`config.mk`:
```
export PLATFORM = sky130hd
export DESIGN_NAME = bkreg_i2c_ctrl
export DESIGN_NICKNAME = d
export VERILOG_FILES = /design/src/hw/bkreg_pkg.sv /design/src/hw/bkreg_i2c_ctrl.sv
export VERILOG_INCLUDE_DIRS = /design/src /design/src/hw
export SDC_FILE = /design/constraint.sdc
export NUM_CORES = 1
export LEC_CHECK = 0
export BUFFER_PORTS_ARGS = -buffer_cell sky130_fd_sc_hd__buf_2
export CORE_MARGIN = 5
export CORE_UTILIZATION = 30
export CTS_BUF_LIST = sky130_fd_sc_hd__clkbuf_8
export CTS_CLUSTER_DIAMETER = 100
export DETAILED_ROUTE_END_ITERATION = 16
export HOLD_SLACK_MARGIN = 0.02
export SLEW_MARGIN = 10
export SYNTH_ARGS = -nofsm -noshare
export SYNTH_HDL_FRONTEND = slang
export SYNTH_SLANG_ARGS = --single-unit
export TNS_END_PERCENT = 5
```
`constraint.sdc`:
```
create_clock -name clk_sys -period 2.4 [get_ports clk_sys]
set_input_delay 0.12 -clock clk_sys [delete_from_list [all_inputs] [get_ports clk_sys]]
set_output_delay 0.12 -clock clk_sys [all_outputs]
set_load 0.01 [all_outputs]
```
`src/hw/bkreg_consts.svh`:
```
`ifndef BKREG_CONSTS_SVH
`define BKREG_CONSTS_SVH

// ----------------------------------------------------------------------
// serial target address and register offsets
// ----------------------------------------------------------------------
`define BKREG_TARGET_ADDR   7'h40
`define BKREG_OFS_TGT_LOW   8'h01
`define BKREG_OFS_TGT_HIGH  8'h02
`define BKREG_OFS_MISC_CFG  8'h03
`define BKREG_OFS_EVENTS    8'h05

// ----------------------------------------------------------------------
// reset values
// ----------------------------------------------------------------------
`define BKREG_RST_TGT_LOW   7'h10
`define BKREG_RST_TGT_HIGH  8'h38
`define BKREG_RST_MISC_CFG  7'h6b
`define BKREG_RST_EVENTS    8'h00

// ----------------------------------------------------------------------
// field positions
// ----------------------------------------------------------------------
`define BKREG_CFG_RESET_BIT 7
`define BKREG_CFG_FCS_DVS   6
`define BKREG_CFG_SW_EN     5
`define BKREG_CFG_FCS       4
`define BKREG_CFG_DISCH_EN  3
`define BKREG_HIGH_FCS_BIT  7
`define BKREG_EVT_THERMAL   4
`define BKREG_EVT_PWR_BAD   2

// ----------------------------------------------------------------------
// timing
// ----------------------------------------------------------------------
`define BKREG_CLK_PERIOD_NS 5
`define BKREG_STARTUP_DELAY_US 250
`define BKREG_STARTUP_CYC   ((`BKREG_STARTUP_DELAY_US * 1000 + `BKREG_CLK_PERIOD_NS - 1) / `BKREG_CLK_PERIOD_NS)

`endif

```
`src/hw/bkreg_pkg.sv`:
```
package bkreg_pkg;

  // ----------------------------------------------------------------------
  // serial engine states
  // ----------------------------------------------------------------------
  typedef enum logic [8:0] {
    ST_IDLE     = 9'h001,
    ST_ADDR     = 9'h002,
    ST_ADDR_ACK = 9'h004,
    ST_PTR      = 9'h008,
    ST_PTR_ACK  = 9'h010,
    ST_WDATA    = 9'h020,
    ST_WDAT_ACK = 9'h040,
    ST_RDATA    = 9'h080,
    ST_RACK     = 9'h100
  } bkreg_i2c_st_t;

  // pins and analog indications that cross into clk_sys
  typedef struct packed {
    logic scl;
    logic sda;
    logic enable;
    logic supplyLow;
    logic deepSupplyLoss;
    logic levelSelect;
    logic hsLimitTrip;
    logic lsBelowLimit;
    logic thermalTrip;
    logic skipMode;
    logic pwmHighReq;
    logic powerBad;
  } bkreg_ana_t;

  // complete state of the block
  typedef struct packed {
    bkreg_ana_t    s1;
    bkreg_ana_t    s2;
    bkreg_ana_t    prev;
    bkreg_i2c_st_t st;
    logic [3:0]    bitCnt;
    logic [7:0]    shIn;
    logic [7:0]    shOut;
    logic [7:0]    ptr;
    logic          rdDir;
    logic          sdaOe;
    logic [6:0]    tgtLow;
    logic [7:0]    tgtHigh;
    logic [6:0]    cfg;
    logic [7:0]    events;
    logic [16:0]   dlyCnt;
    logic          started;
    logic          everEn;
    logic          dischLat;
    logic          limAct;
    logic          thermOff;
    logic          hsOn;
    logic          lsOn;
    logic          dischOn;
    logic          softStart;
    logic [6:0]    actCode;
    logic          fcs;
    logic          run;
  } bkreg_state_t;

endpackage

```
`src/hw/bkreg_i2c_ctrl.sv`:
```
`timescale 1ns/1ps
`include "bkreg_consts.svh"

// Summary of operation
// - answer only to fixed 7-bit address 0x40 with direction bit.
// - works at 100k, 400k and 1M bit rates, one protocol.
// - SDA falling while SCL high is a START; address byte follows.
// - on address match pull SDA low through ninth clock; else silent.
// - receiver of each byte acknowledges; byte groups may run on.
// - after every received byte pull SDA low for one clock.
// - byte after address is the register pointer; all eight bits select.
// - written byte commits at falling edge ending its acknowledge.
// - reading an unmapped pointer returns zero.
// - STOP releases bus, ends transfer, waits for next START.
// - enable falling edge resets registers; discharge choice stays latched.
// - reset bit restores defaults, restarts start-up; writes blocked during delay.
// - supply-low indication resets registers, otherwise contents kept.
// - first target code is 7 bits, default 0x10.
// - event flags register resets to zero and clears on read.
// - high-side limit trip swaps to low side until current falls.
// - thermal trip turns both switches off; recovery soft starts; skip mode exempt.
// - discharge engages when disabled, only after one enable since power-up.
// - level select high picks second target, low picks first.
// - event flags latch until read or reset.
// - bit 7 of configuration is a write-only reset trigger.
module bkreg_i2c_ctrl #(
  parameter int STARTUP_CYC = `BKREG_STARTUP_CYC
) (
  // clock, reset, enable
  input  wire logic       clk_sys,
  input  wire logic       rst,
  input  wire logic       clkEn,
  // serial bus pins
  input  wire logic       sclIn,
  input  wire logic       sdaIn,
  output logic            sdaOut,
  output logic            sdaOe,
  // device pins and analog indications
  input  wire logic       enablePin,
  input  wire logic       supplyLow,
  input  wire logic       deepSupplyLoss,
  input  wire logic       levelSelectPin,
  input  wire logic       hsLimitTrip,
  input  wire logic       lsBelowLimit,
  input  wire logic       thermalTrip,
  input  wire logic       lightLoadSkipMode,
  input  wire logic       pwmHighReq,
  input  wire logic       powerBad,
  // switch control and regulator steering
  output logic            highSideOn,
  output logic            lowSideOn,
  output logic            outputDischargeOn,
  output logic            softStartReq,
  output logic [6:0]      activeTargetCode,
  output logic            forcedContinuousSwitching,
  output logic            regulatorRun
);

  // ----------------------------------------------------------------------
  // state and helpers
  // ----------------------------------------------------------------------
  localparam logic [16:0] DLY_LOAD = 17'(STARTUP_CYC);

  bkreg_pkg::bkreg_state_t q;
  bkreg_pkg::bkreg_state_t d;
  bkreg_pkg::bkreg_ana_t   pins;
  logic                    sclRise;
  logic                    sclFall;
  logic                    startSeen;
  logic                    stopSeen;
  logic                    wrCommit;
  logic                    rdLoad;
  logic                    regRst;
  logic                    deviceOn;

  // byte a read returns for a pointer; unmapped reads as zero
  function automatic logic [7:0] readByte(input logic [7:0] p, input bkreg_pkg::bkreg_state_t s);
    logic [7:0] r;
    r = 8'h00;
    if (p == `BKREG_OFS_TGT_LOW) begin
      r = {1'b0, s.tgtLow};
    end else if (p == `BKREG_OFS_TGT_HIGH) begin
      r = s.tgtHigh;
    end else if (p == `BKREG_OFS_MISC_CFG) begin
      r = {1'b0, s.cfg};
    end else if (p == `BKREG_OFS_EVENTS) begin
      r = s.events;
    end
    return r;
  endfunction

  // gather pins for synchronising
  assign pins = '{scl: sclIn, sda: sdaIn, enable: enablePin, supplyLow: supplyLow,
                  deepSupplyLoss: deepSupplyLoss, levelSelect: levelSelectPin,
                  hsLimitTrip: hsLimitTrip, lsBelowLimit: lsBelowLimit, thermalTrip: thermalTrip,
                  skipMode: lightLoadSkipMode, pwmHighReq: pwmHighReq, powerBad: powerBad};

  // ----------------------------------------------------------------------
  // next-state logic
  // ----------------------------------------------------------------------
  // edges come from the second stage only; the 5 ns clock oversamples a 1 MHz bus well
  always_comb begin
    d         = q;
    d.s1      = pins;
    d.s2      = q.s1;
    d.prev    = q.s2;
    sclRise   = q.s2.scl & ~q.prev.scl;
    sclFall   = ~q.s2.scl & q.prev.scl;
    // data is only looked at on edges, relying on SDA stable while SCL high
    startSeen = q.s2.scl & q.prev.scl & ~q.s2.sda & q.prev.sda;
    stopSeen  = q.s2.scl & q.prev.scl & q.s2.sda & ~q.prev.sda;
    wrCommit  = 1'b0;
    rdLoad    = 1'b0;

    // serial engine
    if (startSeen) begin
      d.st     = bkreg_pkg::ST_ADDR;
      d.bitCnt = 4'h0;
      d.sdaOe  = 1'b0;
    end else if (stopSeen) begin
      d.st     = bkreg_pkg::ST_IDLE;
      d.sdaOe  = 1'b0;
    end else begin
      case (q.st)
        bkreg_pkg::ST_ADDR, bkreg_pkg::ST_PTR, bkreg_pkg::ST_WDATA: begin
          if (sclRise) begin
            d.shIn   = {q.shIn[6:0], q.s2.sda};
            d.bitCnt = q.bitCnt + 4'h1;
          end else if (sclFall && q.bitCnt == 4'h8) begin
            d.bitCnt = 4'h0;
            if (q.st == bkreg_pkg::ST_ADDR) begin
              // only the matching address is acknowledged
              if (q.shIn[7:1] == `BKREG_TARGET_ADDR) begin
                d.st    = bkreg_pkg::ST_ADDR_ACK;
                d.sdaOe = 1'b1;
                d.rdDir = q.shIn[0];
              end else begin
                d.st = bkreg_pkg::ST_IDLE;
              end
            end else if (q.st == bkreg_pkg::ST_PTR) begin
              d.st    = bkreg_pkg::ST_PTR_ACK;
              d.ptr   = q.shIn;
              d.sdaOe = 1'b1;
            end else begin
              d.st    = bkreg_pkg::ST_WDAT_ACK;
              d.sdaOe = 1'b1;
            end
          end
        end
        bkreg_pkg::ST_ADDR_ACK: begin
          if (sclFall) begin
            if (q.rdDir) begin
              rdLoad  = 1'b1;
              d.st    = bkreg_pkg::ST_RDATA;
              d.shOut = readByte(q.ptr, q);
              d.sdaOe = ~d.shOut[7];
            end else begin
              d.st    = bkreg_pkg::ST_PTR;
              d.sdaOe = 1'b0;
            end
          end
        end
        bkreg_pkg::ST_PTR_ACK: begin
          if (sclFall) begin
            d.st    = bkreg_pkg::ST_WDATA;
            d.sdaOe = 1'b0;
          end
        end
        bkreg_pkg::ST_WDAT_ACK: begin
          if (sclFall) begin
            wrCommit = q.started;
            d.st     = bkreg_pkg::ST_WDATA;
            d.sdaOe  = 1'b0;
          end
        end
        bkreg_pkg::ST_RDATA: begin
          if (sclRise) begin
            d.bitCnt = q.bitCnt + 4'h1;
          end else if (sclFall) begin
            if (q.bitCnt == 4'h8) begin
              d.st     = bkreg_pkg::ST_RACK;
              d.bitCnt = 4'h0;
              d.sdaOe  = 1'b0;
            end else begin
              d.shOut = {q.shOut[6:0], 1'b0};
              d.sdaOe = ~q.shOut[6];
            end
          end
        end
        bkreg_pkg::ST_RACK: begin
          // controller acknowledges what it reads; a NACK ends the read
          if (sclRise) begin
            d.shIn = {q.shIn[6:0], q.s2.sda};
          end else if (sclFall) begin
            if (q.shIn[0]) begin
              d.st = bkreg_pkg::ST_IDLE;
            end else begin
              rdLoad  = 1'b1;
              d.st    = bkreg_pkg::ST_RDATA;
              d.shOut = readByte(q.ptr, q);
              d.sdaOe = ~d.shOut[7];
            end
          end
        end
        default: begin
          d.st = bkreg_pkg::ST_IDLE;
        end
      endcase
    end

    // register file; every reset source restores defaults
    regRst = q.s2.supplyLow | (q.prev.enable & ~q.s2.enable)
           | (wrCommit && q.ptr == `BKREG_OFS_MISC_CFG && q.shIn[`BKREG_CFG_RESET_BIT]);
    if (regRst) begin
      d.tgtLow  = `BKREG_RST_TGT_LOW;
      d.tgtHigh = `BKREG_RST_TGT_HIGH;
      d.cfg     = `BKREG_RST_MISC_CFG;
      d.events  = `BKREG_RST_EVENTS;
    end else if (wrCommit) begin
      if (q.ptr == `BKREG_OFS_TGT_LOW) begin
        d.tgtLow = q.shIn[6:0];
      end else if (q.ptr == `BKREG_OFS_TGT_HIGH) begin
        d.tgtHigh = q.shIn;
      end else if (q.ptr == `BKREG_OFS_MISC_CFG) begin
        d.cfg = q.shIn[6:0];
      end
    end

    // flags latch; a new event in the clearing cycle survives
    if (!regRst && rdLoad && q.ptr == `BKREG_OFS_EVENTS) begin
      d.events = 8'h00;
    end
    if (!regRst) begin
      d.events[`BKREG_EVT_THERMAL] = d.events[`BKREG_EVT_THERMAL] | d.thermOff;
      d.events[`BKREG_EVT_PWR_BAD] = d.events[`BKREG_EVT_PWR_BAD] | q.s2.powerBad;
    end

    // start-up delay; restarts on enable, supply recovery and reset bit
    deviceOn = q.s2.enable & ~q.s2.supplyLow & q.cfg[`BKREG_CFG_SW_EN];
    d.softStart = 1'b0;
    if (!q.s2.enable || q.s2.supplyLow || regRst) begin
      d.dlyCnt  = DLY_LOAD;
      d.started = 1'b0;
    end else if (!q.started) begin
      if (q.dlyCnt <= 17'h00001) begin
        d.started   = 1'b1;
        d.softStart = 1'b1;
      end else begin
        d.dlyCnt = q.dlyCnt - 17'h00001;
      end
    end

    // discharge choice frozen while disabled; deep loss forgets history
    if (q.s2.deepSupplyLoss) begin
      d.everEn   = 1'b0;
      d.dischLat = 1'b1;
    end else if (q.s2.enable) begin
      d.everEn   = 1'b1;
      d.dischLat = q.cfg[`BKREG_CFG_DISCH_EN];
    end
    d.dischOn = ~deviceOn & d.everEn & d.dischLat;

    // mode and target selection
    d.fcs     = q.cfg[`BKREG_CFG_FCS] | (q.s2.levelSelect & q.tgtHigh[`BKREG_HIGH_FCS_BIT]);
    d.actCode = q.s2.levelSelect ? q.tgtHigh[6:0] : q.tgtLow;

    // thermal trip ignored while skipping pulses at light load
    d.thermOff = q.s2.thermalTrip & ~(q.s2.skipMode & ~q.fcs);
    if (q.thermOff && !d.thermOff && deviceOn && q.started) begin
      d.softStart = 1'b1;
    end

    // current limit hold: low side carries the current down
    if (q.s2.hsLimitTrip) begin
      d.limAct = 1'b1;
    end else if (q.s2.lsBelowLimit) begin
      d.limAct = 1'b0;
    end
    d.run  = deviceOn & q.started & ~d.thermOff;
    d.hsOn = d.run & ~d.limAct & q.s2.pwmHighReq;
    d.lsOn = d.run & (d.limAct | ~q.s2.pwmHighReq);
  end

  // ----------------------------------------------------------------------
  // state register
  // ----------------------------------------------------------------------
  // zero reset except state, registers, delay count, discharge latch and code; synchronisers start idle-high on the bus
  always_ff @(posedge clk_sys) begin
    if (rst) begin
      q          <= '0;
      q.s1.scl   <= 1'b1;
      q.s1.sda   <= 1'b1;
      q.s2.scl   <= 1'b1;
      q.s2.sda   <= 1'b1;
      q.prev.scl <= 1'b1;
      q.prev.sda <= 1'b1;
      q.st       <= bkreg_pkg::ST_IDLE;
      q.tgtLow   <= `BKREG_RST_TGT_LOW;
      q.tgtHigh  <= `BKREG_RST_TGT_HIGH;
      q.cfg      <= `BKREG_RST_MISC_CFG;
      q.dlyCnt   <= DLY_LOAD;
      q.dischLat <= 1'b1;
      q.actCode  <= `BKREG_RST_TGT_LOW;
    end else if (clkEn) begin
      q <= d;
    end
  end

  // outputs straight from the state flops; SDA only ever pulled low
  assign sdaOut                    = 1'b0;
  assign sdaOe                     = q.sdaOe;
  assign highSideOn                = q.hsOn;
  assign lowSideOn                 = q.lsOn;
  assign outputDischargeOn         = q.dischOn;
  assign softStartReq              = q.softStart;
  assign activeTargetCode          = q.actCode;
  assign forcedContinuousSwitching = q.fcs;
  assign regulatorRun              = q.run;
endmodule

```
======== After elaboration in Yosys (flattened, before gate mapping) ========
Cells that the tools add are included.
storage, ports and cells
  register bits ........................... 131
  input bits .............................. 15
  output and inout port bits .............. 15
  word-level logic and storage cells ...... 279
cells by class
  $add $sub $neg .......................... 2
  $lt $le $gt $ge ......................... 1
  equal/unequal tests ..................... 41
  mux-type cells .......................... 102
  bitwise gates (word level) .............. 45
  reductions and logical operators ........ 36
operators with widths
  cell                     number
  $mux W8                  32
  $mux W9                  9
  $mux W13                 4
  $ne A4 B4 Y1 const B     12
  $pmux W9 S5              1
  $mux W22                 2
  $mux W18                 2
  $mux W7                  5
  $mux W1                  32
  $mux W29                 1
  $ne A2 B2 Y1 const B     12
  $pmux W8 S3              1
  $reduce_and A12 Y1       2
  $and A1 B1 Y1            20
  $mux W10                 2
  $not A1 Y1               19
  $le A17 B1 Y1 const B    1
  $mux W17                 1
  $sub A17 B1 Y17 const B  1
  $eq A8 B2 Y1 const B     2
  $reduce_and A8 Y1        2
  $mux W15                 1
  $reduce_and A10 Y1       1
  $reduce_and A5 Y1        2
  other kinds (36)         60

======== Logic depth before layout (Yosys ltp) ========
Gate-level depths: netlist (run 1).
  depth after elaboration ................. 18
  depth in mapped cells ................... 10
  depth with buffers taken out ............ 9

======== Worst setup path after synthesis (run 1) ========
Ideal clock, no wire load.
  kind .................................... register -> register
  start ................................... register q[70] (netlist bit)
  end ..................................... register q[22] (netlist bit)
  library setup time ...................... 58 ps
  data arrival time ....................... 2378 ps
  data required time ...................... 2342 ps
  slack ................................... -36 ps
  stages on the path, launching flop included .. 9
  buffers on the path ..................... 1
  cell sequence ........................... dfxtp_1 > or4_1 > or4b_2 > o41ai_4 > a21o_1 > nand2b_1 > buf_6 > o21a_1 > o22a_1
between the ends
  longest elaborated chain between the ends .. 7
  elaborated cells on any way between the ends .. 9
  those cells by class .................... eq/ne: 3; mux: 1; bitwise: 1; reduce/logical: 4
RTL lines
  item                                                    line                   RTL
  start, declared                                         bkreg_i2c_ctrl.sv:64   bkreg_pkg::bkreg_state_t q;
  $eq A8 B2 Y1 (no line) *                                n/a
  $logic_and A1 B1 Y1 (no line) *                         n/a
  $logic_and A1 B1 Y1 *                                   bkreg_i2c_ctrl.sv:213  | (wrCommit && q.ptr == `BKREG_OFS_MISC_CFG && q.shIn[`BKREG_CFG_RESET_BIT]);
  $or A1 B1 Y1 *                                          bkreg_i2c_ctrl.sv:212  regRst = q.s2.supplyLow | (q.prev.enable & ~q.s2.enable)
  $logic_or A1 B1 Y1 *                                    bkreg_i2c_ctrl.sv:241  if (!q.s2.enable || q.s2.supplyLow || regRst) begin
  $ne A2 B2 Y1 (no line) or $ne A2 B1 Y1 (tied branches)  n/a
  $reduce_and A3 Y1 (no line)                             n/a
Mark *: on every way between the ends. The rest lies on a longest branch, timed or not.
A chain may end at the register's enable or synchronous reset.

======== Worst setup path after layout (run 1) ========
  start ................................... register q[70] (netlist bit)
  end ..................................... register q[21] (netlist bit)
Same word-level chain as after synthesis.

==> results of run 1 <==
==> power groups by stage <==
stage	sequential [mW]	combinational, mW	clock (mW)
after floorplan	2.16	0.190	0
after global placement	2.17	0.265	0
after detailed placement	2.17	0.265	0
after CTS	2.12	0.284	2.10
after global routing	2.12	0.314	2.19
final	2.12	0.283	2.05
==> worst max path at each step <==
stage / startpoint / slack [ns] / depth (start not counted) / end
6_report: q[70] / -0.07 / 8 / q[21]
3_5_place_dp: q[70] / -0.15 / 8 / q[21]
5_1_grt: q[70] / -0.15 / 8 / q[21]
4_1_cts: q[70] / -0.04 / 8 / q[21]
2_1_floorplan: q[70] / -0.01 / 8 / q[22]
3_3_place_gp: q[70] / -0.14 / 8 / q[21]
==> per-layer routing <==
metal	track usage, %	share of wire (%)	wire length (um)	up-vias
met1	18.9	51	7590	2426
li1	-	-	-	2592
met5	0	0	0	-
met2	19.7	43	6420	97
met4	6.30	2.1	308	0
met3	2.96	3.3	482	19
==> kinds of logic (layout without fill, tap and decap cells) <==
family	count (synthesis)	after routing	synth area share, %
simple gates	280	280	23.2
compound gates	137	138	16.1
flops	124	124	41.8
buf+inv	67	152	5.11
mux	60	60	10.2
xor+xnor	14	14	2.06
fa+ha+maj	7	7	1.47
other cells	1	1	0.0631
==> through the flow <==
stage	TNS, ns	util (%)	power (mW)	instances
6_report	-0.0815	37.7	4.46	1041
5_1_grt	-2.37	37.7	4.63	1041
4_1_cts	-0.0436	37.5	4.50	1041
3_5_place_dp	-1.82	34.5	2.43	997
3_3_place_gp	-1.12	34.5	2.43	997
2_1_floorplan	-0.0684	-	2.35	690
==> critical path, cell delays in order (launching register included) <==
cell and delay, ns:
dfxtp_2 0.33, or4_4 0.53, or4b_4 0.51, o41ai_4 0.26, buf_4 0.20, a21o_4 0.12
and4b_1 0.21, xnor2_1 0.13, nor2_1 0.07
==> synth_stat cells, types with 4 or more instances <==
library cell  number  area, um^2
a211oi_1           9        67.6
a21boi_0           4        30.0
a21o_1             4        30.0
a21oi_1           39         195
a22oi_1            9        67.6
and2_1             9        56.3
and3_1             5        31.3
buf_4              9        67.6
clkbuf_1          36         135
dfxtp_1          124        2480
ha_1               7        87.6
inv_1             15        56.3
mux2_2             5        56.3
mux2i_1           55         551
nand2_1           56         210
nand2b_1          11        68.8
nand3_1           27         135
nand4_1           14        87.6
nor2_1            99         372
nor2b_1            7        43.8
nor3_1            13        65.1
nor3b_1            5        37.5
nor4_1             5        31.3
o211ai_1          12        90.1
o21a_1             9        67.6
o21ai_0           16        80.1
o22a_1             6        52.6
or2_2              4        25.0
or4_1              4        30.0
xnor2_1            4        35.0
xor2_1            10        87.6
==> cell type report <==
cell class / instances / area (um^2) / area share [%]
clock inverter: 11 / 168 / 2.29
timing repair buffer: 106 / 808 / 11.0
multi-input combinational: 500 / 3210 / 43.8
sequential: 124 / 2480 / 33.9
inverter: 15 / 56.3 / 0.768
tap: 265 / 332 / 4.52
clock buffer: 20 / 275 / 3.75
==> timing repair <==
action	CTS	global route
hold buffers	12	0
resized for setup	3	8
endpoints found under the hold margin	12	0
cloned	1	0
setup endpoints to repair	33	60
pin swaps	2	1
==> flow_metrics.tcl, run 1 <==
set metrics [dict create \
    comb_power_share_pct 6.4 \
    worst_ep_required_time_ns 2.73 \
    drt-initial-drc-count 355 \
    start_util_pct 30.5 \
    drc 0 \
    timing.final.crit_share_pct 103 \
    setup_viol_count_final 2 \
    syn_area_mm2 0.00595 \
    clock-root-buffer "clkbuf_8" \
    worst_slew_pin_slew_ns 0.645 \
    drv_cap 0 \
    top_register "q" \
    row_count 51 \
    grt_first_pass_wirelength_um 24500 \
    whs_path_depth 2 \
    die_h_um 151 \
    wire_per_inst_um 14.2 \
    synth_flop_cell "dfxtp_1" \
    max_clock_freq_mhz 405 \
    numCtsBuffers 17 \
    hold_slack_ns 0.0461 \
    htreeDepth 4 \
    synth_edf_count 0 \
    drv_slew 0 \
    dpl-instance-area_mm2 0.00672 \
    criticalPathCategory "flip-flop to flip-flop" \
    ff2ff_path_depth 8 \
    largest_reg_flops 86 \
    hpwlAfterDp_um 10200 \
    mostFrequentLayoutCell "dfxtp_1" \
    pwr-share-seq_pct 47.6 \
    clk-insertion-delay-late_ns 0.45 \
    clock_sinks 124 \
    synth.net_count 712 \
    ys_types 64 \
    ant_nets 0 \
    final-hold-violation-count 0 \
    cts_tree "yes" \
    yosys_warnings 0 \
    violations "setup timing" \
    switchingPower_mw 1.04 \
    area_growth_pct 23.3 \
    layout-drive-gt1-share_pct 19.7 \
    fillers 1982 \
    antenna_found_initial 0 \
    die_w_um 151 \
    final_area_mm2 0.00733 \
    ir_worst_vdd_mv 0.397 \
    leakage_nw 2.88 \
    cts_setup_buffers 0 \
    clock_path_buffers 2 \
    ys_seq_elements 124 \
    setup_ws_ns -0.0671 \
    diodes 0 \
    rsz0062_at_grt "true" \
    hp-start "rst" \
    routed_via_density 4.93 \
    wl_um 14800 \
    power_frac_clock_pct 46.1 \
    grt_usage_pct 13.5 \
    gp_congestion 0.904 \
    synthArstFlopShare_pct 0 \
    skew_ns 0.0156 \
    swShare_pct 23.2 \
    grt_max_degree 82 \
    grt_pass1_vias 4820 \
    run_status "complete, but fails checks" \
    ioPinCount 30 \
    pre_cts_slack_ns -0.154 \
    hold_end "q[99]" \
    layout_common_cells "dfxtp_1, nor2_1, buf_4" \
    clk_pin_slew_ns 0.08 \
    timing.hold.worst.class "primary input to flip-flop" \
    arrival_ns 2.80 \
    fp.coreArea_mm2 0.0195 \
    first_pass_iters 5 \
    start_kind "flip-flop" \
    internal_power_mw 3.42 \
    seq_area_frac_synth_pct 41.8 \
    cp_max_fo 5 \
    maxSlewHeadroom_pct 57.0 \
    period_needed_ns 2.47 \
    portBuffers 28 \
    grt-ovfl-total 0 \
    final_nets 786 \
    end_kind "flip-flop" \
    dieArea_mm2 0.0227 \
    r2r_setup_slack_ns -0.07 \
    r2r_start "q[70]" \
    vias 5134 \
    syn_avg_cell_area_um2 8.62 \
    syn_inst 690 \
    rr_endpoint "q[21]" \
    power.density_mw_per_mm2 608 \
]
Power figures use the tool's default switching activity.
==> run 2, diff against run 1 <==
--- a/config.mk
+++ b/config.mk
@@ -7,12 +7,12 @@
 export NUM_CORES = 1
 export LEC_CHECK = 0
 export BUFFER_PORTS_ARGS = -buffer_cell sky130_fd_sc_hd__buf_2
-export CORE_MARGIN = 5
-export CORE_UTILIZATION = 30
+export CORE_UTILIZATION = 55
 export CTS_BUF_LIST = sky130_fd_sc_hd__clkbuf_8
 export CTS_CLUSTER_DIAMETER = 100
 export DETAILED_ROUTE_END_ITERATION = 16
 export HOLD_SLACK_MARGIN = 0.02
+export PLACE_DENSITY = 0.76
 export SLEW_MARGIN = 10
 export SYNTH_ARGS = -nofsm -noshare
 export SYNTH_HDL_FRONTEND = slang
==> flow_metrics.tcl, run 2 (synthesis results as in run 1) <==
set metrics [dict create \
    area_growth_pct 18.4 \
    finalSetupTns_ns -0.203 \
    diodes 0 \
    clock_path_buffers 2 \
    portBuffers 28 \
    drv_slew 0 \
    max_clock_freq_mhz 409 \
    start_util_pct 57.1 \
    worst_slew_pin_slew_ns 0.769 \
    ff2ff_path_depth 8 \
    layout_common_cells "dfxtp_1, nor2_1, nand2_1" \
    routed_via_density 5.88 \
    rr_endpoint "q[32]" \
    leakage_nw 2.80 \
    layout-drive-gt1-share_pct 19.9 \
    first_pass_iters 5 \
    timing.final.crit_share_pct 102 \
    violations "setup timing" \
    ioPinCount 30 \
    cpLargestDelayFamily "simple AND/OR/NAND/NOR gates" \
    r2r_setup_slack_ns -0.05 \
    setup_viol_count_final 9 \
    largest_reg_flops 86 \
    drv_cap 0 \
    cp_max_fo 8 \
    gp_congestion 0.904 \
    cpPeakStageDelay_ns 0.54 \
    htreeDepth 4 \
    final_area_mm2 0.00704 \
    arrival_ns 2.84 \
    die_w_um 106 \
    dpl-instance-area_mm2 0.00639 \
    slowest_stage "or4_4" \
    crit_chain "or4_4 -> or4b_4 -> o41ai_4 -> buf_4 -> a21o_1 -> nand2b_4 -> o21a_1 -> o22a_1" \
    grt_usage_pct 27.1 \
    clock_sinks 124 \
    skew_ns 0.00766 \
    wl_um 14600 \
    wire_per_inst_um 16.2 \
    whs_path_depth 2 \
    ir_worst_vdd_mv 0.485 \
    start_kind "flip-flop" \
    grt-ovfl-total 0 \
    top_register "q" \
    power.density_mw_per_mm2 612 \
    dieArea_mm2 0.0112 \
    grt_first_pass_wirelength_um 23900 \
    cts_tree "yes" \
    run_status "complete, but fails checks" \
    drc 0 \
    die_h_um 106 \
    numCtsBuffers 17 \
    vias 5288 \
    rsz0062_at_grt "true" \
    grt_pass1_vias 4987 \
    fp.coreArea_mm2 0.0104 \
    grt_max_degree 78 \
    r2r_start "q[70]" \
    fillers 823 \
    clk-insertion-delay-late_ns 0.45 \
    criticalPathCategory "flip-flop to flip-flop" \
    maxSlewHeadroom_pct 48.7 \
    period_needed_ns 2.45 \
    hp-start "rst" \
    hpwlAfterDp_um 9830 \
    final_nets 773 \
    drt-initial-drc-count 356 \
    clock-root-buffer "clkbuf_8" \
    hold_end "q[96]" \
    worst_ep_required_time_ns 2.79 \
    setup_ws_ns -0.0473 \
    timing.hold.worst.class "primary input to flip-flop" \
    final-hold-violation-count 0 \
    row_count 37 \
    cp_num_buf_inv 1 \
    end_kind "flip-flop" \
    mostFrequentLayoutCell "dfxtp_1" \
    ant_nets 0 \
    clk_pin_slew_ns 0.08 \
    antenna_found_initial 0 \
    finalPower_mw 4.31 \
]
## run 2: metal layers
| layer | GRT usage (%) | wire [um] | vias up |
|---|---|---|---|
| met4 | 12.2 | 374 | 0 |
| met5 | 0 | 0 | - |
| met2 | 44.4 | 6900 | 167 |
| met1 | 33.6 | 6540 | 2513 |
| met3 | 6.81 | 778 | 39 |
| li1 | - | - | 2569 |
## run 2: through the flow
stage | setup slack (ns) | utilization [%] | instances | hold WS, ns
2_1_floorplan | -0.0121 | - | 690 | 0.248
3_3_place_gp | -0.145 | 61.3 | 852 | 0.335
3_5_place_dp | -0.225 | 61.3 | 852 | 0.346
4_1_cts | -0.0526 | 66.7 | 897 | 0.0380
5_1_grt | -0.119 | 67.6 | 900 | 0.0528
6_report | -0.0473 | 67.6 | 900 | 0.0475
## run 2: worst register-to-register path, stage by stage, from the launching register on
cell and delay (ns):
dfxtp_2 0.33, or4_4 0.54, or4b_4 0.52, o41ai_4 0.25, buf_4 0.18, a21o_1 0.14, nand2b_4 0.17, o21a_1 0.15
o22a_1 0.13
## run 2: how the worst max path moves through the flow
stage                      start    end  slack (ns)  cells past startpoint
final                      q[70]  q[32]       -0.05                      8
after global routing      q[102]  q[32]       -0.12                      8
after CTS                  q[70]  q[21]       -0.05                      8
after detailed placement   q[70]  q[21]       -0.23                      8
after global placement     q[70]  q[21]       -0.15                      8
after floorplan            q[70]  q[22]       -0.01                      8
## run 2: report_power, final
group          internal (mW)  leakage (nW)  total, mW  switching, mW
combinational          0.117          1.60      0.277          0.160
sequential              2.09          1.01       2.12         0.0292
clock                  0.959         0.202       1.91          0.949
## run 2: layout make-up
class                      count  area, um^2  area share (%)
multi-input combinational    499        3250            46.2
sequential                   124        2480            35.3
timing repair buffer          94         668            9.49
clock buffer                  17         234            3.32
clock inverter                15         176            2.51
tap                          136         170            2.42
inverter                      15        56.3           0.800
## run 2: repair_timing
action | 4_1_cts | 5_1_grt
resized for setup | 6 | 16
endpoints found under the setup margin | 40 | 53
pin swaps | 2 | 3
setup buffers | 1 | 3
hold buffers | 12 | 0
hold endpoints to repair | 12 | 0
